### config.mk
export PLATFORM = sky130hd
export DESIGN_NAME = ethirq_top
export DESIGN_NICKNAME = d
export VERILOG_FILES = /design/src/logic/ethirq_pkg.sv /design/src/logic/ethirq_top.sv
export SDC_FILE = /design/constraint.sdc
export NUM_CORES = 1
export LEC_CHECK = 0
export BUFFER_PORTS_ARGS = -buffer_cell sky130_fd_sc_hd__buf_2
export CORE_ASPECT_RATIO = 0.75
export CORE_MARGIN = 3
export CORE_UTILIZATION = 37
export CTS_CLUSTER_SIZE = 14
export DETAILED_ROUTE_END_ITERATION = 10
export GPL_ROUTABILITY_DRIVEN = 1
export PLACE_DENSITY = 0.76
export SLEW_MARGIN = 20
export SYNTH_ARGS = -nofsm -noshare
export SYNTH_HDL_FRONTEND = slang
export SYNTH_SLANG_ARGS = --single-unit
export TNS_END_PERCENT = 50
### constraint.sdc
create_clock -name clock -period 1.4 [get_ports clock]
set_input_delay 0 -clock clock [delete_from_list [all_inputs] [get_ports clock]]
set_output_delay 0 -clock clock [all_outputs]
set_load 0.05 [all_outputs]
### src/logic/ethirq_pkg.sv
// Constants for the Ethernet interrupt flag and enable logic.
// Assumes a single system clock and register strobes from the CPU side.
package ethirq_pkg;

    // ========================================
    // Register widths
    localparam int ETHIRQ_REG_W = 8;
    localparam int ETHIRQ_PHY_W = 16;
    localparam int ETHIRQ_CNT_W = 8;
    localparam int ETHIRQ_PTR_W = 13;

    // ========================================
    // Module enable and flag bit positions
    localparam int BIT_PKT = 6;
    localparam int BIT_DMA = 5;
    localparam int BIT_LINK = 4;
    localparam int BIT_TX = 3;
    localparam int BIT_TXER = 1;
    localparam int BIT_RXER = 0;

    // Writable enable bits and software-clearable flag bits
    localparam logic [7:0] ENABLE_MASK = 8'h7B;
    localparam logic [7:0] CLEARABLE_MASK = 8'h2B;
    localparam logic [7:0] REG_RESET = 8'h00;

    // ========================================
    // PHY enable and flag bit positions
    localparam int PHY_BIT_LINK = 4;
    localparam int PHY_BIT_GLOBAL = 1;
    localparam int PHY_BIT_GFLAG = 2;
    localparam logic [15:0] PHY_RESET = 16'h0000;

    // ========================================
    // Status register bit positions
    localparam int STAT_BIT_BUFFER_ERROR_STATUS = 6;
    localparam int STAT_BIT_ABORT = 1;

    // ========================================
    // Abort and receive error limits
    localparam logic [4:0] MAX_COLLISIONS = 5'h0F;
    localparam logic [10:0] LATE_COLLISION_BYTES = 11'h040;
    localparam logic [7:0] PACKET_COUNT_MAX = 8'hFF;
    localparam logic [7:0] PACKET_COUNT_ZERO = 8'h00;

endpackage

### src/logic/ethirq_top.sv
// Ethernet interrupt flag, enable and abort handling logic.
// Assumes all inputs are synchronous to clock; event inputs are one-cycle
// pulses, counters and control levels come from the surrounding MAC.
`timescale 1ns/1ps

// Function
// - Module flags set regardless of enables, except link
// - Master flag from enabled flag and global enable
// - Enable register bits 6,5,4,3,1,0 writable
// - Flags share positions; some software clearable
// - Transmit abort sets transmit error flag
// - PHY enable: bits 4 and 1 writable only
// - PHY link flag set on change, read clears
// - PHY global flag set on enabled event, read clears
// - Three receive error causes detected
// - Receive error discards packet, sticky flag
// - Bandwidth receive error sets buffer error status
// - Abort: collisions, late collision, deferral limit
// - Abort: oversized frame or buffer underrun
// - Transmit error flag sticky until cleared
// - Abort clears request, sets abort status, vector
// - Aborted packet never retried automatically
// - Full duplex: only oversize and underrun abort
// - Transmit error also sets transmit flag
// - Link flag mirrors PHY global flag when enabled
// - Packet flag set while counter non-zero
// - DMA flag set when DMA busy falls
module ethirq_top
    import ethirq_pkg::*;
(
    input wire logic clock,
    input wire logic rst_n,
    input wire logic clk_en,
    // Register strobes from the CPU side
    input wire logic enable_wr,
    input wire logic [7:0] enable_wdata,
    input wire logic flags_wr,
    input wire logic [7:0] flags_wdata,
    input wire logic phy_enable_wr,
    input wire logic [15:0] phy_enable_wdata,
    input wire logic phy_flags_rd,
    input wire logic status_wr,
    input wire logic [7:0] status_wdata,
    input wire logic global_ethernet_irq_enable,
    // Receive side
    input wire logic [7:0] received_packet_counter,
    input wire logic rx_no_space,
    input wire logic rx_packet_commit,
    input wire logic rx_bandwidth_error,
    // DMA and transmit side
    input wire logic dma_start_busy,
    input wire logic transmit_request,
    input wire logic [12:0] transmit_end_pointer,
    input wire logic full_duplex,
    input wire logic tx_collision,
    input wire logic [4:0] tx_collision_count,
    input wire logic [10:0] tx_bytes_sent,
    input wire logic deferral_limit_reached,
    input wire logic infinite_deferral_enable,
    input wire logic tx_frame_start,
    input wire logic [15:0] tx_frame_length,
    input wire logic [15:0] max_frame_length,
    input wire logic huge_frame_enable,
    input wire logic per_packet_override,
    input wire logic per_packet_huge_enable,
    input wire logic tx_underrun,
    // PHY side
    input wire logic phy_link_up,
    // Register contents and results
    output logic [7:0] ethernet_irq_enable,
    output logic [7:0] ethernet_irq_flags,
    output logic [15:0] phy_irq_enable,
    output logic [15:0] phy_irq_flags,
    output logic master_ethernet_irq_flag,
    output logic buffer_error_status,
    output logic transmit_abort_status,
    output logic transmit_request_clear,
    output logic transmit_status_write,
    output logic [12:0] transmit_status_address,
    output logic rx_discard
);

    // ========================================
    // Edge detection state
    logic dma_busy_q;
    logic tx_req_q;
    logic link_up_q;
    logic link_seen;

    // ========================================
    // Event decode
    logic rx_err_space;
    logic rx_err_count;
    logic rx_err_bw;
    logic rx_error_event;
    logic abort_retry;
    logic abort_late;
    logic abort_infinite_deferral_enable;
    logic abort_size;
    logic abort_under;
    logic tx_abort_event;
    logic dma_done_event;
    logic tx_done_event;
    logic link_change_event;
    logic phy_en_link;
    logic phy_en_global;
    logic [7:0] flag_set;
    logic [7:0] flag_clear;
    logic [7:0] next_flags;
    logic [7:0] next_enable;
    logic [15:0] next_phy_flags;

    // Receive error causes
    assign rx_err_space = rx_no_space;
    assign rx_err_count = rx_packet_commit &&
        (received_packet_counter == PACKET_COUNT_MAX);
    assign rx_err_bw = rx_bandwidth_error;
    assign rx_error_event = rx_err_space || rx_err_count || rx_err_bw;

    // Transmit abort causes; shared-medium causes masked in full duplex
    assign abort_retry = tx_collision &&
        (tx_collision_count > MAX_COLLISIONS) && !full_duplex;
    assign abort_late = tx_collision &&
        (tx_bytes_sent > LATE_COLLISION_BYTES) && !full_duplex;
    assign abort_infinite_deferral_enable = deferral_limit_reached &&
        !infinite_deferral_enable && !full_duplex;
    assign abort_size = tx_frame_start &&
        (tx_frame_length > max_frame_length) && !huge_frame_enable &&
        !(per_packet_override && per_packet_huge_enable);
    assign abort_under = tx_underrun;
    assign tx_abort_event = transmit_request && (abort_retry || abort_late ||
        abort_infinite_deferral_enable || abort_size || abort_under);

    // Falling edges of the DMA busy and transmit request levels; any change of the PHY link level
    assign dma_done_event = dma_busy_q && !dma_start_busy;
    assign tx_done_event = tx_req_q && !transmit_request;
    assign link_change_event = link_seen && (phy_link_up != link_up_q);

    // Next enable image, so the master flag sees a write in the same edge
    always_comb begin
        next_enable = ethernet_irq_enable;
        if (enable_wr) begin
            next_enable = enable_wdata & ENABLE_MASK;
        end
    end

    assign phy_en_link = phy_irq_enable[PHY_BIT_LINK];
    assign phy_en_global = phy_irq_enable[PHY_BIT_GLOBAL];

    // Set terms per flag; transmit error also marks transmit done
    always_comb begin
        flag_set = REG_RESET;
        flag_set[BIT_DMA] = dma_done_event;
        flag_set[BIT_TX] = tx_done_event || tx_abort_event;
        flag_set[BIT_TXER] = tx_abort_event;
        flag_set[BIT_RXER] = rx_error_event;
    end

    // Software write of zero clears a clearable flag
    always_comb begin
        flag_clear = REG_RESET;
        if (flags_wr) begin
            flag_clear = ~flags_wdata & CLEARABLE_MASK;
        end
    end

    // Next flag image; sticky flags keep value, set wins over clear
    always_comb begin
        next_flags = ((ethernet_irq_flags & ~flag_clear) | flag_set)
            & CLEARABLE_MASK;
        next_flags[BIT_PKT] =
            (received_packet_counter != PACKET_COUNT_ZERO);
        next_flags[BIT_LINK] = phy_en_link && phy_en_global &&
            next_phy_flags[PHY_BIT_GFLAG];
    end

    // Next PHY flag image; a read clears, a new change wins
    always_comb begin
        next_phy_flags = phy_irq_flags;
        if (phy_flags_rd) begin
            next_phy_flags = PHY_RESET;
        end
        if (link_change_event) begin
            next_phy_flags[PHY_BIT_LINK] = 1'b1;
        end
        if (link_change_event && phy_en_link && phy_en_global) begin
            next_phy_flags[PHY_BIT_GFLAG] = 1'b1;
        end
    end

    // ========================================
    // Edge detect registers
    always_ff @(posedge clock or negedge rst_n) begin
        if (!rst_n) begin
            dma_busy_q <= 1'b0;
            tx_req_q <= 1'b0;
            link_up_q <= 1'b0;
            link_seen <= 1'b0;
        end else if (clk_en) begin
            dma_busy_q <= dma_start_busy;
            tx_req_q <= transmit_request;
            link_up_q <= phy_link_up;
            link_seen <= 1'b1; // First sample only primes the compare
        end
    end

    // ========================================
    // Module enable register
    always_ff @(posedge clock or negedge rst_n) begin
        if (!rst_n) begin
            ethernet_irq_enable <= REG_RESET;
        end else if (clk_en) begin
            ethernet_irq_enable <= next_enable;
        end
    end

    // ========================================
    // Module flag register
    always_ff @(posedge clock or negedge rst_n) begin
        if (!rst_n) begin
            ethernet_irq_flags <= REG_RESET;
        end else if (clk_en) begin
            ethernet_irq_flags <= next_flags;
        end
    end

    // ========================================
    // PHY enable register
    always_ff @(posedge clock or negedge rst_n) begin
        if (!rst_n) begin
            phy_irq_enable <= PHY_RESET;
        end else if (clk_en && phy_enable_wr) begin
            phy_irq_enable <= PHY_RESET;
            phy_irq_enable[PHY_BIT_LINK] <=
                phy_enable_wdata[PHY_BIT_LINK];
            phy_irq_enable[PHY_BIT_GLOBAL] <=
                phy_enable_wdata[PHY_BIT_GLOBAL];
        end
    end

    // ========================================
    // PHY flag register
    always_ff @(posedge clock or negedge rst_n) begin
        if (!rst_n) begin
            phy_irq_flags <= PHY_RESET;
        end else if (clk_en) begin
            phy_irq_flags <= next_phy_flags;
        end
    end

    // ========================================
    // Master interrupt, from the registered next flag image
    always_ff @(posedge clock or negedge rst_n) begin
        if (!rst_n) begin
            master_ethernet_irq_flag <= 1'b0;
        end else if (clk_en) begin
            master_ethernet_irq_flag <= global_ethernet_irq_enable &&
                (|(next_flags & next_enable));
        end
    end

    // ========================================
    // Status bits; hardware set wins over a software clear
    always_ff @(posedge clock or negedge rst_n) begin
        if (!rst_n) begin
            buffer_error_status <= 1'b0;
            transmit_abort_status <= 1'b0;
        end else if (clk_en) begin
            if (rx_err_bw || (transmit_request && abort_under)) begin
                buffer_error_status <= 1'b1;
            end else if (status_wr && !status_wdata[STAT_BIT_BUFFER_ERROR_STATUS]) begin
                buffer_error_status <= 1'b0;
            end
            if (tx_abort_event) begin
                transmit_abort_status <= 1'b1;
            end else if (status_wr && !status_wdata[STAT_BIT_ABORT]) begin
                transmit_abort_status <= 1'b0;
            end
        end
    end

    // ========================================
    // Abort actions: end request and write status vector, no retry
    always_ff @(posedge clock or negedge rst_n) begin
        if (!rst_n) begin
            transmit_request_clear <= 1'b0;
            transmit_status_write <= 1'b0;
            transmit_status_address <= '0;
        end else if (clk_en) begin
            transmit_request_clear <= tx_abort_event;
            transmit_status_write <= tx_abort_event;
            if (tx_abort_event) begin
                transmit_status_address <=
                    transmit_end_pointer + 13'h0001;
            end
        end
    end

    // ========================================
    // Receive discard pulse
    always_ff @(posedge clock or negedge rst_n) begin
        if (!rst_n) begin
            rx_discard <= 1'b0;
        end else if (clk_en) begin
            rx_discard <= rx_error_event;
        end
    end

endmodule

# After elaboration in Yosys (flattened, before gate mapping)
# Index checks and enable logic that the tools add are counted.
totals:
  regBits: 40
  output_inout_bits: 67
  word_cells: 84
op_classes:
  n_addsub: 1
  n_lt_le_gt_ge: 3
  n_eq_ne: 2
  n_mux: 9
  bitwise: 5
  n_reduce_logical: 49
ops:
  columns: ["cell", "count"]
  rows:
  - ["$logic_and A1 B1 Y1", 24]
  - ["$gt A16 B16 Y1", 1]
  - ["$add A13 B1 Y13 const B", 1]
  - ["$not A6 Y6", 2]
  - ["$gt A11 B7 Y1 const B", 1]
  - ["$and A7 B8 Y8", 1]
  - ["$eq A8 B8 Y1 const B", 1]
  - ["$logic_not A1 Y1", 8]
  - ["$logic_or A1 B1 Y1", 8]
  - ["$mux W8", 1]
  - ["$reduce_and A2 Y1", 4]
  - ["$reduce_bool A8 Y1", 1]
  - ["$reduce_or A8 Y1", 1]
  - ["$and A6 B6 Y6", 1]
  - ["$mux W1", 6]
  - ["$mux W6", 1]
  - ["$or A6 B6 Y6", 1]
  - ["$reduce_bool A2 Y1", 3]
  - ["$gt A5 B4 Y1 const B", 1]
  - ["$mux W5", 1]
  - ["$ne A1 B1 Y1", 1]

# Longest topological paths before layout
# Gate-level depths: netlist of run 1.
depth:
  ltp_word: 13
  mapped_depth: 9

# Worst setup path after synthesis of run 1
# OpenSTA, ideal clock, no wires.
synth_timing:
  path_kind: "input -> register"
  start: "input max_frame_length[15]"
  end: "register transmit_status_address[12]"
  arrival_ps: 1771
  required_time_ps: 1275
  slack_ps: -496
  cell_stages: 9
  path_buffers: 1
  cell_sequence: "inv_1 ha_1 nand4_2 nor4_2 a221o_2 a31oi_4 o211ai_4 buf_12 mux2_4"
synth_between:
  elab_chain_len: 8
synth_rtl:
  columns: ["item", "line_no", "rtl"]
  rows:
  - ["start, declared", "ethirq_top.sv:62", "input wire logic [15:0] max_frame_length,"]
  - ["$gt A16 B16 Y1", "ethirq_top.sv:128", "(tx_frame_length > max_frame_length) && !huge_frame_enable &&"]
  - ["$logic_and A1 B1 Y1", "ethirq_top.sv:127", "assign abort_size = tx_frame_start &&"]
  - ["$logic_and A1 B1 Y1 (2 in series)", "ethirq_top.sv:128", null]
  - ["$logic_or A1 B1 Y1 (2 in series)", "ethirq_top.sv:132", "abort_infinite_deferral_enable || abort_size || abort_under);"]
  - ["$logic_and A1 B1 Y1", "ethirq_top.sv:131", "assign tx_abort_event = transmit_request && (abort_retry || abort_late ||"]
  - ["$reduce_and A2 Y1 (no line)", null, null]
  - ["end signal, assigned", "ethirq_top.sv:293", "transmit_status_address <="]
  - ["end, declared", "ethirq_top.sv:79", "output logic [12:0] transmit_status_address,"]
# No other way between the ends.
# A chain may end at the register's enable or synchronous reset.

# Final worst setup path of run 1
layout_timing:
  start: "input max_frame_length[1]"
  end: "register transmit_status_address[4]"
# Same word-level chain as after synthesis.

==> metrics.sh, run 1 <==
RUN_STATUS='complete, but fails checks'
FAILED_CHECKS='setup timing'
WORSTSETUPENDPOINTTYPE='register'
TIMING_HOLD_VIOLATIONS_FINAL=0
DETAILED_PLACE_HPWL_UM=6140
FINAL_NET_COUNT=590
DESIGN.CORE.AREA_UM2=6960
SYNTHESIS.INSTANCES=268
CLOCK_POWER_FRAC=0.190
YS_WARNINGS=0
ANTENNA_LEFT=0
NETLIST-CELL-TYPE-COUNT=55
DETAIL_ROUTE.WL_PER_CELL_UM=14.1
CLK-INSERTION-DELAY-LATE_NS=0.28
MAX_CLOCK_FREQ_GHz=0.610
SETUP_VIOLATIONS=16
POST-SYNTH-TOP-AREA-CELL='sky130_fd_sc_hd__dfrtp_1'
DIEHEIGHT_UM=80.1
SYNTH-EDFF-COUNT=0
CTS_TREE='yes'
DETAIL_ROUTE.VIAS_PER_CELL=4.63
SKEW_NS=0.00166
CELL_AREA_AFTER_TECHNOLOGY_MAPPING_UM2=2710
PIN_COUNT=200
DP_SLACK_NS=-0.654
PORT_BUFFERS=137
SYNTH_FF_TYPE='sky130_fd_sc_hd__dfrtp_1'
FINAL-MAX-SLEW-VIOLATION-COUNT=0
POWER_FRAC_SEQ=0.338
MAXIMUM_NUMBER_OF_PINS_ON_ONE_NET_BEFORE_GLOBAL_ROUTE_REPAIR=19
FIRST_GLOBAL_VIAS=2509
WORSTREG2REGSTART='ethernet_irq_enable[1]'
FIN_WS_NS=-0.240
CLOCK_SINK_COUNT=38
NET-SWITCHING-POWER_mW=1.77
FINAL.MIN_CLOCK_PERIOD_NS=1.64
ROUTED_WL_UM=7600
SETUP.WORST_PATH.START='max_frame_length[1]'
SETUP.REG_TO_REG.WORST_SLACK_NS=0.01
NETLIST.AREA_LEADER.SHARE=0.351
ENDPOINT='transmit_status_address[4]'
SYNTH_TOP_CELLS_BY_AREA='sky130_fd_sc_hd__dfrtp_1 (35%), sky130_fd_sc_hd__buf_4 (9.1%), sky130_fd_sc_hd__mux2_2 (8.3%), sky130_fd_sc_hd__ha_1 (7.9%), sky130_fd_sc_hd__mux2_4 (3.3%)'
VDD_IR_DROP_MAX_uV=429
CPPEAKSTAGEDELAY_NS=0.29
DPL.CELL_COUNT=515
WORST_PATH_MAX_DELAY_CELL='sky130_fd_sc_hd__mux2_4'
CELL_CHAIN_CRITICAL_PATH='buf_2 > inv_2 > ha_4 > and2b_2 > o211a_1 > o21ai_2 > a31oi_4 > o211ai_4 > clkbuf_16 > mux2_4'
CTSLONGESTPATHBUFFERS=2
CTS-BUFFERS-INSERTED=5
WORST_EP_ARRIVAL_TIME_NS=1.81
HOLD_CLASS='in -> reg'
FIN_TOTAL_PWR_mW=4.11
SETUP-TNS-FINAL_NS=-3.18
POWER_SWITCHING_SHARE=0.430
CTS-ROOT-BUF='sky130_fd_sc_hd__clkbuf_8'
GP_CONGESTION=0.870
GLOBALROUTEOVERFLOWTOTAL=0
POWER.DENSITY_CELL_AREA_nW_PER_UM2=1010
DRT_PRE_ANTENNA_ITERS=4
CRITICAL_PATH_CLASS='in -> reg'
GRT_UTIL_ALL_LAYERS=0.170
SYNTH_SEQ_CELLS=38
DRT_INITIAL_VIOLATIONS=73
FINAL_CELL_COUNT_WITHOUT_FILLERS=539
POWER.SHARE.COMBINATIONAL=0.472
AREA_DELTA_SYNTH_FINAL_PCT=50.3
CRIT-REG2REG-CAPTURE='master_ethernet_irq_flag'
NUM_VIAS=2494
TIMING.CRITICAL_PATH.FROM_TYPE='primary input'
CLOCK_TREE.HTREE_LEVEL_COUNT=2
SYNTH_AREA_PER_CELL_UM2=10.1
NUM_ANTENNA_CELLS=0
YS_ASYNC_SR_FRACTION=1.00
DIEAREA_UM2=8390
PLACEMENTROWS=26
SEQ_AREA_FRAC_SYNTH=0.351
LAYOUT-DRIVE-GT1-SHARE=0.537
REMAINING_DRC_ERRORS=0
TIMING.CRITICAL_PATH.REQUIRED_NS=1.57
INTERNAL-POWER_mW=2.34
TOTAL_LEAKAGE_POWER_nW=2.06
FF2FF_PATH_DEPTH=6
DIE_W_UM=105
STARTING_DENSITY_OF_THE_CORE=0.389
TIMING.FINAL.CRIT_SHARE=1.17
CP_MAX_FO=7
NUMBER_OF_ANTENNA_VIOLATIONS_AT_THE_FIRST_CHECK_IN_GLOBAL_ROUTING=0
CLOCK_TRANSITION_AT_PATH_REGS_NS=0.07
GRT_SETUP_UNREPAIRED='true'
GLOBAL_ROUTE_WIRE_LENGTH_BEFORE_REPAIR_UM=11500
MAX-CAP-VIOLATIONS=0
[worst min path at each step]
| stage | cells past startpoint | endpoint | startpoint | slack [ns] |
|---|---|---|---|---|
| after floorplan | 0 | buffer_error_status | rst_n | -0.30 |
| after global placement | 1 | transmit_status_address[5] | rst_n | -0.05 |
| after detailed placement | 1 | transmit_status_address[3] | rst_n | -0.05 |
| after global routing | 3 | buffer_error_status | status_wdata[6] | 0.007 |
| final | 3 | buffer_error_status | status_wdata[6] | 0.01 |
| after CTS | 3 | ethernet_irq_flags[0] | rx_no_space | 0.01 |
[cells by family after synthesis]
group	synth area share
adders and majority gates	0.0785
DFF	0.351
muxes	0.135
other	0.00138
and+or+nand+nor	0.137
AOI/OAI and AO/OA	0.120
buffers and inverters	0.138
xor gates and xnor gates	0.0388
[cell usage after synthesis, types with 2 or more instances]
| cell type | n |
|---|---|
| sky130_fd_sc_hd__dfrtp_1 | 38 |
| sky130_fd_sc_hd__buf_4 | 33 |
| sky130_fd_sc_hd__inv_1 | 22 |
| sky130_fd_sc_hd__nand2_1 | 21 |
| sky130_fd_sc_hd__mux2_2 | 20 |
| sky130_fd_sc_hd__ha_1 | 17 |
| sky130_fd_sc_hd__a21oi_1 | 13 |
| sky130_fd_sc_hd__nor2_1 | 9 |
| sky130_fd_sc_hd__o21ai_0 | 9 |
| sky130_fd_sc_hd__xor2_1 | 7 |
| sky130_fd_sc_hd__mux2_4 | 6 |
| sky130_fd_sc_hd__mux2i_1 | 5 |
| sky130_fd_sc_hd__nor2b_1 | 5 |
| sky130_fd_sc_hd__xnor2_1 | 5 |
| sky130_fd_sc_hd__nand2b_1 | 4 |
| sky130_fd_sc_hd__nand3_1 | 4 |
| sky130_fd_sc_hd__and3_1 | 3 |
| sky130_fd_sc_hd__nand4_1 | 3 |
| sky130_fd_sc_hd__a21o_1 | 2 |
| sky130_fd_sc_hd__clkbuf_1 | 2 |
| sky130_fd_sc_hd__nor3_1 | 2 |
| sky130_fd_sc_hd__nor4_1 | 2 |
| sky130_fd_sc_hd__nor4_2 | 2 |
| sky130_fd_sc_hd__o31ai_1 | 2 |
| sky130_fd_sc_hd__or2b_2 | 2 |
[state kept, by name, indices dropped and copies added (netlist names), 2 cells and up]
signal	cells
phy_irq_flags	2
ethernet_irq_enable	6
transmit_status_address	13
phy_irq_enable	2
ethernet_irq_flags	6
[routing by layer]
metal  share of wire  up-vias  GRT usage
met5               0        -          0
met4           0.015        0     0.0419
met3           0.073       10     0.0402
met2            0.49      108      0.303
met1            0.42     1167      0.209
li1                -     1209          -
[power groups by stage]
stage / Combinational [mW] / Clock, mW / Sequential [mW]
floorplan: 0.712 / 0 / 2.01
global placement: 1.76 / 0 / 1.40
detailed placement: 1.80 / 0 / 1.40
CTS: 1.86 / 0.797 / 1.39
global route: 2.06 / 0.837 / 1.41
finish: 1.94 / 0.779 / 1.39
[through the flow]
stage / instance area (um^2) / hold WS (ns) / utilization
floorplan: 2900 / -0.296 / -
global placement: 3570 / -0.0541 / 0.513
detailed placement: 3570 / -0.0533 / 0.513
CTS: 3900 / 0.0101 / 0.561
global route: 4070 / 0.00683 / 0.585
finish: 4070 / 0.0116 / 0.585
[layout by cell type (no fill, tap or decap), types with 8 or more instances in the layout]
cell / n
sky130_fd_sc_hd__buf_4: 20
sky130_fd_sc_hd__mux2_4: 12
sky130_fd_sc_hd__dlygate4sd3_1: 12
sky130_fd_sc_hd__nor2_1: 9
sky130_fd_sc_hd__ha_4: 10
sky130_fd_sc_hd__o21ai_0: 8
sky130_fd_sc_hd__inv_1: 13
sky130_fd_sc_hd__nand2_1: 18
sky130_fd_sc_hd__buf_6: 11
sky130_fd_sc_hd__mux2_2: 14
sky130_fd_sc_hd__buf_2: 126
sky130_fd_sc_hd__conb_1: 32
sky130_fd_sc_hd__a21oi_1: 11
sky130_fd_sc_hd__dfrtp_1: 38
[cell type report]
| type | count | area (um^2) |
|---|---|---|
| inverter | 22 | 105 |
| timing repair buffer | 172 | 1080 |
| multi-input combinational | 201 | 1710 |
| tap | 98 | 123 |
| fill | 634 | 2890 |
| clock buffer | 6 | 82.6 |
| clock inverter | 2 | 12.5 |
| sequential | 38 | 951 |
[worst max-delay path: cells and delay by family]
kind / cells / cell delay (ns)
AO/OA/AOI/OAI: 4 / 0.76
adder cells (fa/ha/maj): 1 / 0.19
buffers and inverters: 3 / 0.37
multiplexers: 1 / 0.29
AND/OR/NAND/NOR: 1 / 0.18
[repair_timing]
action	4_1_cts	5_1_grt
hold endpoints to repair	27	0
hold buffers	12	0
buffers inserted	3	0
resized for setup	16	32
cloned	1	0
endpoints found under the setup margin	18	18
pin swaps	2	8
Power figures use the tool's default switching activity.
==> run 2, diff against run 1 <==
- CORE_MARGIN: 3 -> 5
==> run 2 against run 1 <==
The run still ends with setup timing left. Sequential power hardly changed. Die area is 9.0% higher. First-iteration DRC count is 2.7% higher. Critical path depth stayed put. Sequential share of layout area is 0.079 points higher. Count of clock-buffer cells in the layout is 1 higher. Via count is 0.68% lower. Worst hold slack worse by 0.011 ns. Global-route usage is 1.2 points lower. Critical endpoint is now transmit_status_address[6].
==> metrics.sh, run 2 (synthesis gave the netlist of run 1 again) <==
RUN_STATUS='complete, but fails checks'
FAILED_CHECKS='setup timing'
FIN_WS_NS=-0.301  # -0.0611 ns
AREA_DELTA_SYNTH_FINAL_PCT=49.8
FINAL-MAX-SLEW-VIOLATION-COUNT=0  # unchanged
FF2FF_PATH_DEPTH=6  # unchanged
NUMBER_OF_ANTENNA_VIOLATIONS_AT_THE_FIRST_CHECK_IN_GLOBAL_ROUTING=0  # unchanged
FINAL_NET_COUNT=591  # +0.17%
NUM_VIAS=2477  # -0.68%
DETAILED_PLACE_HPWL_UM=6320  # +2.8%
LAYOUT_TOP_REGISTERS='transmit_status_address: 13 flops, ethernet_irq_enable: 6 flops, ethernet_irq_flags: 6 flops'
GLOBALROUTEOVERFLOWTOTAL=0  # unchanged
NET-SWITCHING-POWER_mW=1.74  # -1.7%
WORSTREG2REGSTART='ethernet_irq_enable[1]'
DIE_W_UM=109  # +3.8%
FINAL_CELL_COUNT_WITHOUT_FILLERS=543  # +0.74%
FIN_HOLD_WS_NS=0.000370  # -0.0112 ns
DETAIL_ROUTE.WL_PER_CELL_UM=14.0  # -0.59%
PLACEMENTROWS=27  # +3.8%
FINISH.INSTANCE_AREA_UM2=4060  # -0.34%
VDD_IR_DROP_MAX_uV=501  # +17%
SKEW_NS=0.00423  # +0.00257 ns
WORST_PATH_MAX_DELAY_CELL='sky130_fd_sc_hd__mux2_4'
POWER_FRAC_SEQ=0.340  # +0.002
NUM_ANTENNA_CELLS=0  # unchanged
MAX_CLOCK_FREQ_GHz=0.588  # -3.6%
WORST_EP_ARRIVAL_TIME_NS=1.87  # +0.06 ns
DIEAREA_UM2=9150  # +9.0%
LAYOUT_COMMON_CELLS='sky130_fd_sc_hd__buf_2 (127), sky130_fd_sc_hd__dfrtp_1 (38), sky130_fd_sc_hd__conb_1 (32)'
TIMING.FINAL.CRIT_SHARE=1.22  # +0.0436
HOLD_CLASS='in -> reg'
SETUP.REG_TO_REG.WORST_SLACK_NS=-0.05  # -0.06 ns
POWER_SWITCHING_SHARE=0.426  # -0.00440
CTS-ROOT-BUF='sky130_fd_sc_hd__clkbuf_8'
FINAL.MIN_CLOCK_PERIOD_NS=1.70  # +0.0611 ns
MOSTFREQUENTLAYOUTCELL='sky130_fd_sc_hd__buf_2'
CLOCK_TREE.HTREE_LEVEL_COUNT=2  # unchanged
DRT_INITIAL_VIOLATIONS=75  # +2.7%
TIMING_HOLD_VIOLATIONS_FINAL=0  # unchanged
SETUP_VIOLATIONS=17  # +1
TOTAL_LEAKAGE_POWER_nW=2.07  # +0.33%
CPPEAKSTAGEDELAY_NS=0.29  # about the same
ENDPOINT='transmit_status_address[6]'
ROUTED_WL_UM=7610  # +0.14%
CRIT-REG2REG-CAPTURE='master_ethernet_irq_flag'
FILLERINSTANCES=669  # +5.5%
INTERNAL-POWER_mW=2.34  # about the same
POWER.DENSITY_CELL_AREA_nW_PER_UM2=1000  # -0.35%
PLACE_AREA_UM2=3590  # +0.67%
REMAINING_DRC_ERRORS=0  # unchanged
MAX-CAP-VIOLATIONS=0  # unchanged
CLOCK_POWER_FRAC=0.183  # -0.007
CP_MAX_FO=7  # unchanged
SETUP.WORST_PATH.START='max_frame_length[1]'
CTSLONGESTPATHBUFFERS=2  # unchanged
CLK-INSERTION-DELAY-LATE_NS=0.28  # about the same
DRT_PRE_ANTENNA_ITERS=4  # unchanged
GP_CONGESTION=0.811  # -6.8%
PORT_BUFFERS=137  # unchanged
FIN_TOTAL_PWR_mW=4.08  # -0.69%
CLOCK_SINK_COUNT=38  # unchanged
TIMING.CRITICAL_PATH.REQUIRED_NS=1.56  # about the same
DESIGN.CORE.AREA_UM2=7230  # +3.8%
DETAIL_ROUTE.VIAS_PER_CELL=4.56  # -1.4%
REGISTERS.TOP_BY_FF_COUNT='transmit_status_address'
CRITICAL_PATH_CLASS='in -> reg'
STARTING_DENSITY_OF_THE_CORE=0.375  # -0.0144
CTS-BUFFERS-INSERTED=5  # unchanged
POWER.SHARE.COMBINATIONAL=0.476  # +0.004
DIEHEIGHT_UM=84.1  # +5.0%
REGAREA_UM2=951  # unchanged
GRT_SETUP_UNREPAIRED='true'
TIMING.CRITICAL_PATH.FROM_TYPE='primary input'
CTS_TREE='yes'
MULTI_INPUT_AREA_UM2=1680  # -1.8%
MET2_USAGE=0.291  # -0.0129
MAXIMUM_NUMBER_OF_PINS_ON_ONE_NET_BEFORE_GLOBAL_ROUTE_REPAIR=22  # +3
DPL.CELL_COUNT=519  # +0.78%
GLOBALROUTE.BUSIESTLAYER='met2'
GLOBAL_ROUTE_WIRE_LENGTH_BEFORE_REPAIR_UM=11800  # +2.5%
FIRST_GLOBAL_VIAS=2587  # +3.1%
ANTENNA_LEFT=0  # unchanged
GLOBALROUTEMET3UTIL=0.0286  # -0.0115
PIN_COUNT=200  # unchanged
GROUTE.LAYER.MET1.USAGE=0.191  # -0.0180
FLIP_FLOP_COUNT_OF_THE_LARGEST_REGISTER_ALL_COPIES_AND_WORDS_ADDED=13  # unchanged
CLOCK_TRANSITION_AT_PATH_REGS_NS=0.07  # about the same
GRT_UTIL_ALL_LAYERS=0.158  # -0.0124
LAYOUT-DRIVE-GT1-SHARE=0.523  # -0.0148
WORSTSETUPENDPOINTTYPE='register'
CELL_CHAIN_CRITICAL_PATH='buf_2 > inv_1 > ha_4 > and2b_2 > o211a_1 > o21ai_4 > a31oi_4 > o211ai_4 > clkbuf_16 > mux2_4'
-- run 2: area by class of cell --
class                   count  share of cell area
multi-input cells         201               0.415
inverters                  22              0.0259
well taps                 101              0.0311
clock inverters             1             0.00123
repair buffers            173               0.271
clock buffers               7              0.0213
flip-flops and latches     38               0.234
-- run 2: power by group through the flow --
| stage | sequential (mW) | clock [mW] | combinational, mW |
|---|---|---|---|
| 3_5_place_dp | 1.40 | 0 | 1.81 |
| 2_1_floorplan | 2.01 | 0 | 0.712 |
| 4_1_cts | 1.39 | 0.768 | 1.85 |
| 6_report | 1.39 | 0.748 | 1.94 |
| 3_3_place_gp | 1.39 | 0 | 1.78 |
| 5_1_grt | 1.41 | 0.816 | 2.06 |
-- run 2: how the worst min path moves through the flow --
stage | start | endpoint | slack, ns | cells past startpoint
after floorplan | rst_n | buffer_error_status | -0.30 | 0
after global placement | rst_n | transmit_status_address[5] | -0.01 | 1
after detailed placement | rst_n | transmit_status_address[5] | -0.01 | 1
after CTS | status_wdata[6] | buffer_error_status | 0.0009 | 3
after global routing | status_wdata[6] | buffer_error_status | 0.03 | 3
final | status_wdata[6] | buffer_error_status | 0.0004 | 3
-- run 2: what timing repair did --
| item | CTS | global route |
|---|---|---|
| pin swaps | 2 | 13 |
| hold endpoints to repair | 32 | 0 |
| endpoints found under the setup margin | 18 | 18 |
| cloned | 0 | 1 |
| hold buffers | 13 | 0 |
| gates resized for setup | 7 | 31 |
| buffers inserted | 0 | 2 |
-- run 2: worst max-delay path, delay by kind of cell --
| kind | cells | cell delay (ns) |
|---|---|---|
| AND/OR/NAND/NOR | 1 | 0.18 |
| multiplexers | 1 | 0.29 |
| adder cells (fa/ha/maj) | 1 | 0.20 |
| buffers and inverters | 3 | 0.38 |
| AO/OA/AOI/OAI | 4 | 0.80 |
-- run 2: per-layer routing --
metal | vias to the layer above | part of all wire
li1 | 1211 | -
met1 | 1158 | 0.40
met2 | 99 | 0.52
met3 | 9 | 0.070
met4 | 0 | 0.0095
met5 | - | 0
-- run 2: metrics by stage --
stage                     worst slack [ns]  utilization  TNS, ns
after floorplan                     -0.419            -    -5.72
after global placement              -0.565        0.497    -8.78
after detailed placement            -0.665        0.497   -10.50
after CTS                           -0.300        0.531    -3.92
after global routing                -0.383        0.561    -5.73
final                               -0.301        0.561    -4.18
==> run 3, diff against run 2 <==
--- a/config.mk
+++ b/config.mk
@@ -14,3 +14,3 @@
 export GPL_ROUTABILITY_DRIVEN = 1
-export PLACE_DENSITY = 0.76
+export PLACE_DENSITY = 0.87
 export SLEW_MARGIN = 20
--- a/constraint.sdc
+++ b/constraint.sdc
@@ -3,2 +3,2 @@
 set_output_delay 0 -clock clock [all_outputs]
-set_load 0.05 [all_outputs]
+set_load 0.02 [all_outputs]
==> run 3 against run 2 <==
The flow still finishes with violations (setup timing). Global-route usage rose by 1.6 points. Cell area up 0.74%. Sequential share of layout area fell by 0.17 points. Critical path depth increased by 1. Routed wire length rose by 8.6%. Critical endpoint is now transmit_status_address[4]. Highest routed layer unchanged.
==> metrics.sh, run 3 (synthesis gave the netlist of run 1 again) <==
MAX_CLOCK_FREQ_GHz=0.585  # -0.47%
FINAL.MIN_CLOCK_PERIOD_NS=1.71  # +0.00809 ns
FINAL_NET_COUNT=592  # +0.17%
HOLD_CLASS='in -> reg'
SETUP-TNS-FINAL_NS=-4.88  # -0.705 ns
FINAL-MAX-SLEW-VIOLATION-COUNT=0  # unchanged
LAYOUT_TOP_REGISTERS='transmit_status_address: 13 flops, ethernet_irq_enable: 6 flops, ethernet_irq_flags: 6 flops'
ROUTED_WL_UM=8270  # +8.6%
MET2_USAGE=0.320  # +0.0292
TIMING.CRITICAL_PATH.FROM_TYPE='primary input'
TIMING.FINAL.CRIT_SHARE=1.22  # +0.00578
CLOCK_TRANSITION_AT_PATH_REGS_NS=0.07  # about the same
INTERNAL-POWER_mW=2.33  # -0.39%
DESIGN.CORE.AREA_UM2=7230  # unchanged
WORST_EP_ARRIVAL_TIME_NS=1.88  # about the same
SKEW_NS=0.0104  # +0.00621 ns
FAILED_CHECKS='setup timing'
DETAILED_PLACE_HPWL_UM=6260  # -0.96%
RUN_STATUS='complete, but fails checks'
ANTENNA_LEFT=0  # unchanged
POWER.SHARE.COMBINATIONAL=0.404  # -0.072
CTS-ROOT-BUF='sky130_fd_sc_hd__clkbuf_8'
STARTING_DENSITY_OF_THE_CORE=0.375  # unchanged
DETAIL_ROUTE.WL_PER_CELL_UM=15.3  # +8.8%
PORT_BUFFERS=137  # unchanged
CLK-INSERTION-DELAY-LATE_NS=0.29  # about the same
TOTAL_LEAKAGE_POWER_nW=2.07  # +0.15%
CORE_UTILIZATION_OF_THE_FINISHED_LAYOUT=0.566  # +0.00415
CLOCK_SINK_COUNT=38  # unchanged
CELL_CHAIN_CRITICAL_PATH='buf_6 > inv_2 > ha_4 > nand4_4 > nor4_4 > buf_4 > o21ai_4 > a31oi_4 > o211ai_4 > clkbuf_16 > mux2_4'
WORSTSETUPENDPOINTTYPE='register'
POWER_SWITCHING_SHARE=0.346  # -0.0797
REGISTERS.TOP_BY_FF_COUNT='transmit_status_address'
WORST_PATH_MAX_DELAY_CELL='sky130_fd_sc_hd__nor4_4'
NUM_ANTENNA_CELLS=0  # unchanged
FLIP_FLOP_COUNT_OF_THE_LARGEST_REGISTER_ALL_COPIES_AND_WORDS_ADDED=13  # unchanged
FILLERINSTANCES=649  # -3.0%
DIEAREA_UM2=9150  # unchanged
FIN_TOTAL_PWR_mW=3.57  # -13%
GLOBAL_ROUTE_WIRE_LENGTH_BEFORE_REPAIR_UM=12600  # +7.0%
DRT_INITIAL_VIOLATIONS=71  # -5.3%
CP_MAX_FO=7  # unchanged
CTS-BUFFERS-INSERTED=5  # unchanged
SETUP_VIOLATIONS=18  # +1
DETAIL_ROUTE.VIAS_PER_CELL=4.73  # +3.6%
MAX-CAP-VIOLATIONS=0  # unchanged
REGAREA_UM2=951  # unchanged
POWER.DENSITY_CELL_AREA_nW_PER_UM2=873  # -13%
FIN_HOLD_WS_NS=0.0190  # +0.0186 ns
CRITICAL_PATH_CLASS='in -> reg'
VDD_IR_DROP_MAX_uV=343  # -32%
CLOCK_POWER_FRAC=0.206  # +0.023
WORST_PIN_SLEW_NS=0.519
LAYOUT_COMMON_CELLS='sky130_fd_sc_hd__buf_2 (123), sky130_fd_sc_hd__dfrtp_1 (38), sky130_fd_sc_hd__conb_1 (32)'
PLACEMENTROWS=27  # unchanged
MOSTFREQUENTLAYOUTCELL='sky130_fd_sc_hd__buf_2'
AREA_DELTA_SYNTH_FINAL_PCT=50.9
PIN_COUNT=200  # unchanged
MAXIMUM_NUMBER_OF_PINS_ON_ONE_NET_BEFORE_GLOBAL_ROUTE_REPAIR=39  # +77%
GLOBALROUTE.BUSIESTLAYER='met2'
PLACE_AREA_UM2=3550  # -1.2%
TIMING_HOLD_VIOLATIONS_FINAL=0  # unchanged
GROUTE.LAYER.MET1.USAGE=0.187  # -0.00437
NUMBER_OF_ANTENNA_VIOLATIONS_AT_THE_FIRST_CHECK_IN_GLOBAL_ROUTING=0  # unchanged
CLOCK_TREE.HTREE_LEVEL_COUNT=2  # unchanged
GLOBALROUTEOVERFLOWTOTAL=0  # unchanged
FINISH.INSTANCE_AREA_UM2=4090  # +0.74%
CTS_TREE='yes'
GP_CONGESTION=0.883  # +9.0%
TIMING.CRITICAL_PATH.REQUIRED_NS=1.57  # about the same
GRT_UTIL_ALL_LAYERS=0.174  # +0.0162
LAYOUT-DRIVE-GT1-SHARE=0.528  # +0.00572
NUM_VIAS=2561  # +3.4%
FIN_WS_NS=-0.310  # -0.00809 ns
REMAINING_DRC_ERRORS=0  # unchanged
DIEHEIGHT_UM=84.1  # unchanged
WORST_SLEW_MARGIN_RELATIVE_TO_ITS_LIMIT=0.651
CTSLONGESTPATHBUFFERS=2  # unchanged
DIE_W_UM=109  # unchanged
DRT_PRE_ANTENNA_ITERS=4  # unchanged
FIRST_GLOBAL_VIAS=2765  # +6.9%
GLOBALROUTEMET3UTIL=0.0464  # +0.0178
CPPEAKSTAGEDELAY_NS=0.32  # +0.03 ns
GRT_SETUP_UNREPAIRED='true'
MULTI_INPUT_AREA_UM2=1700  # +0.97%
NET-SWITCHING-POWER_mW=1.24  # -29%
POWER_FRAC_SEQ=0.389  # +0.049
run 3: worst paths after layout:
kind / slack (ns) / depth (start not counted) / to / from
worst max-delay path: -0.31 / 11 / transmit_status_address[4] / max_frame_length[12]
worst min-delay path: 0.02 / 3 / ethernet_irq_flags[0] / rx_bandwidth_error
worst max register to register: -0.07 / 6 / master_ethernet_irq_flag / ethernet_irq_enable[1]
worst min register to register: 0.47 / 1 / phy_irq_flags[4] / phy_irq_flags[4]
max in group asynchronous: 0.77 / 3 / ethernet_irq_enable[6] / rst_n
min in group asynchronous: 0.29 / 3 / transmit_status_address[7] / rst_n
run 3: stage by stage:
stage               cells  setup WS, ns
floorplan             299        -0.419
global placement      515        -0.580
detailed placement    515        -0.728
CTS                   540        -0.307
global route          542        -0.360
finish                542        -0.310
run 3: timing repair:
item | CTS | global route
pin swaps | 13 | 3
hold buffers | 14 | 0
endpoints found under the hold margin | 51 | 0
cloned | 1 | 0
resized for setup | 36 | 12
buffers inserted | 4 | 2
setup endpoints to repair | 18 | 18
run 3: layout make-up:
class | instances | area share
Clock buffer | 6 | 0.0202
Timing Repair Buffer | 174 | 0.275
Inverter | 22 | 0.0257
Multi-Input combinational cell | 201 | 0.416
Sequential cell | 38 | 0.233
Tap cell | 101 | 0.0309
run 3: worst max-delay path, delay by kind of cell:
kind,cells,cell delay (ns)
AND/OR/NAND/NOR,2,0.44
adder cells (fa/ha/maj),1,0.27
buffers and inverters,4,0.48
AO/OA/AOI/OAI,3,0.39
multiplexers,1,0.29
run 3: power groups by stage:
| stage | Sequential [mW] | Combinational [mW] | Clock [mW] |
|---|---|---|---|
| 6_report | 1.39 | 1.44 | 0.737 |
| 5_1_grt | 1.41 | 1.56 | 0.798 |
| 4_1_cts | 1.39 | 1.42 | 0.752 |
| 3_5_place_dp | 1.40 | 1.27 | 0 |
| 3_3_place_gp | 1.40 | 1.23 | 0 |
| 2_1_floorplan | 1.61 | 0.591 | 0 |
run 3: per-layer routing:
| layer | wire length, um | vias up |
|---|---|---|
| met4 | 218 | 0 |
| met3 | 636 | 23 |
| met1 | 3060 | 1214 |
| met5 | 0 | - |
| met2 | 4350 | 113 |
| li1 | - | 1211 |
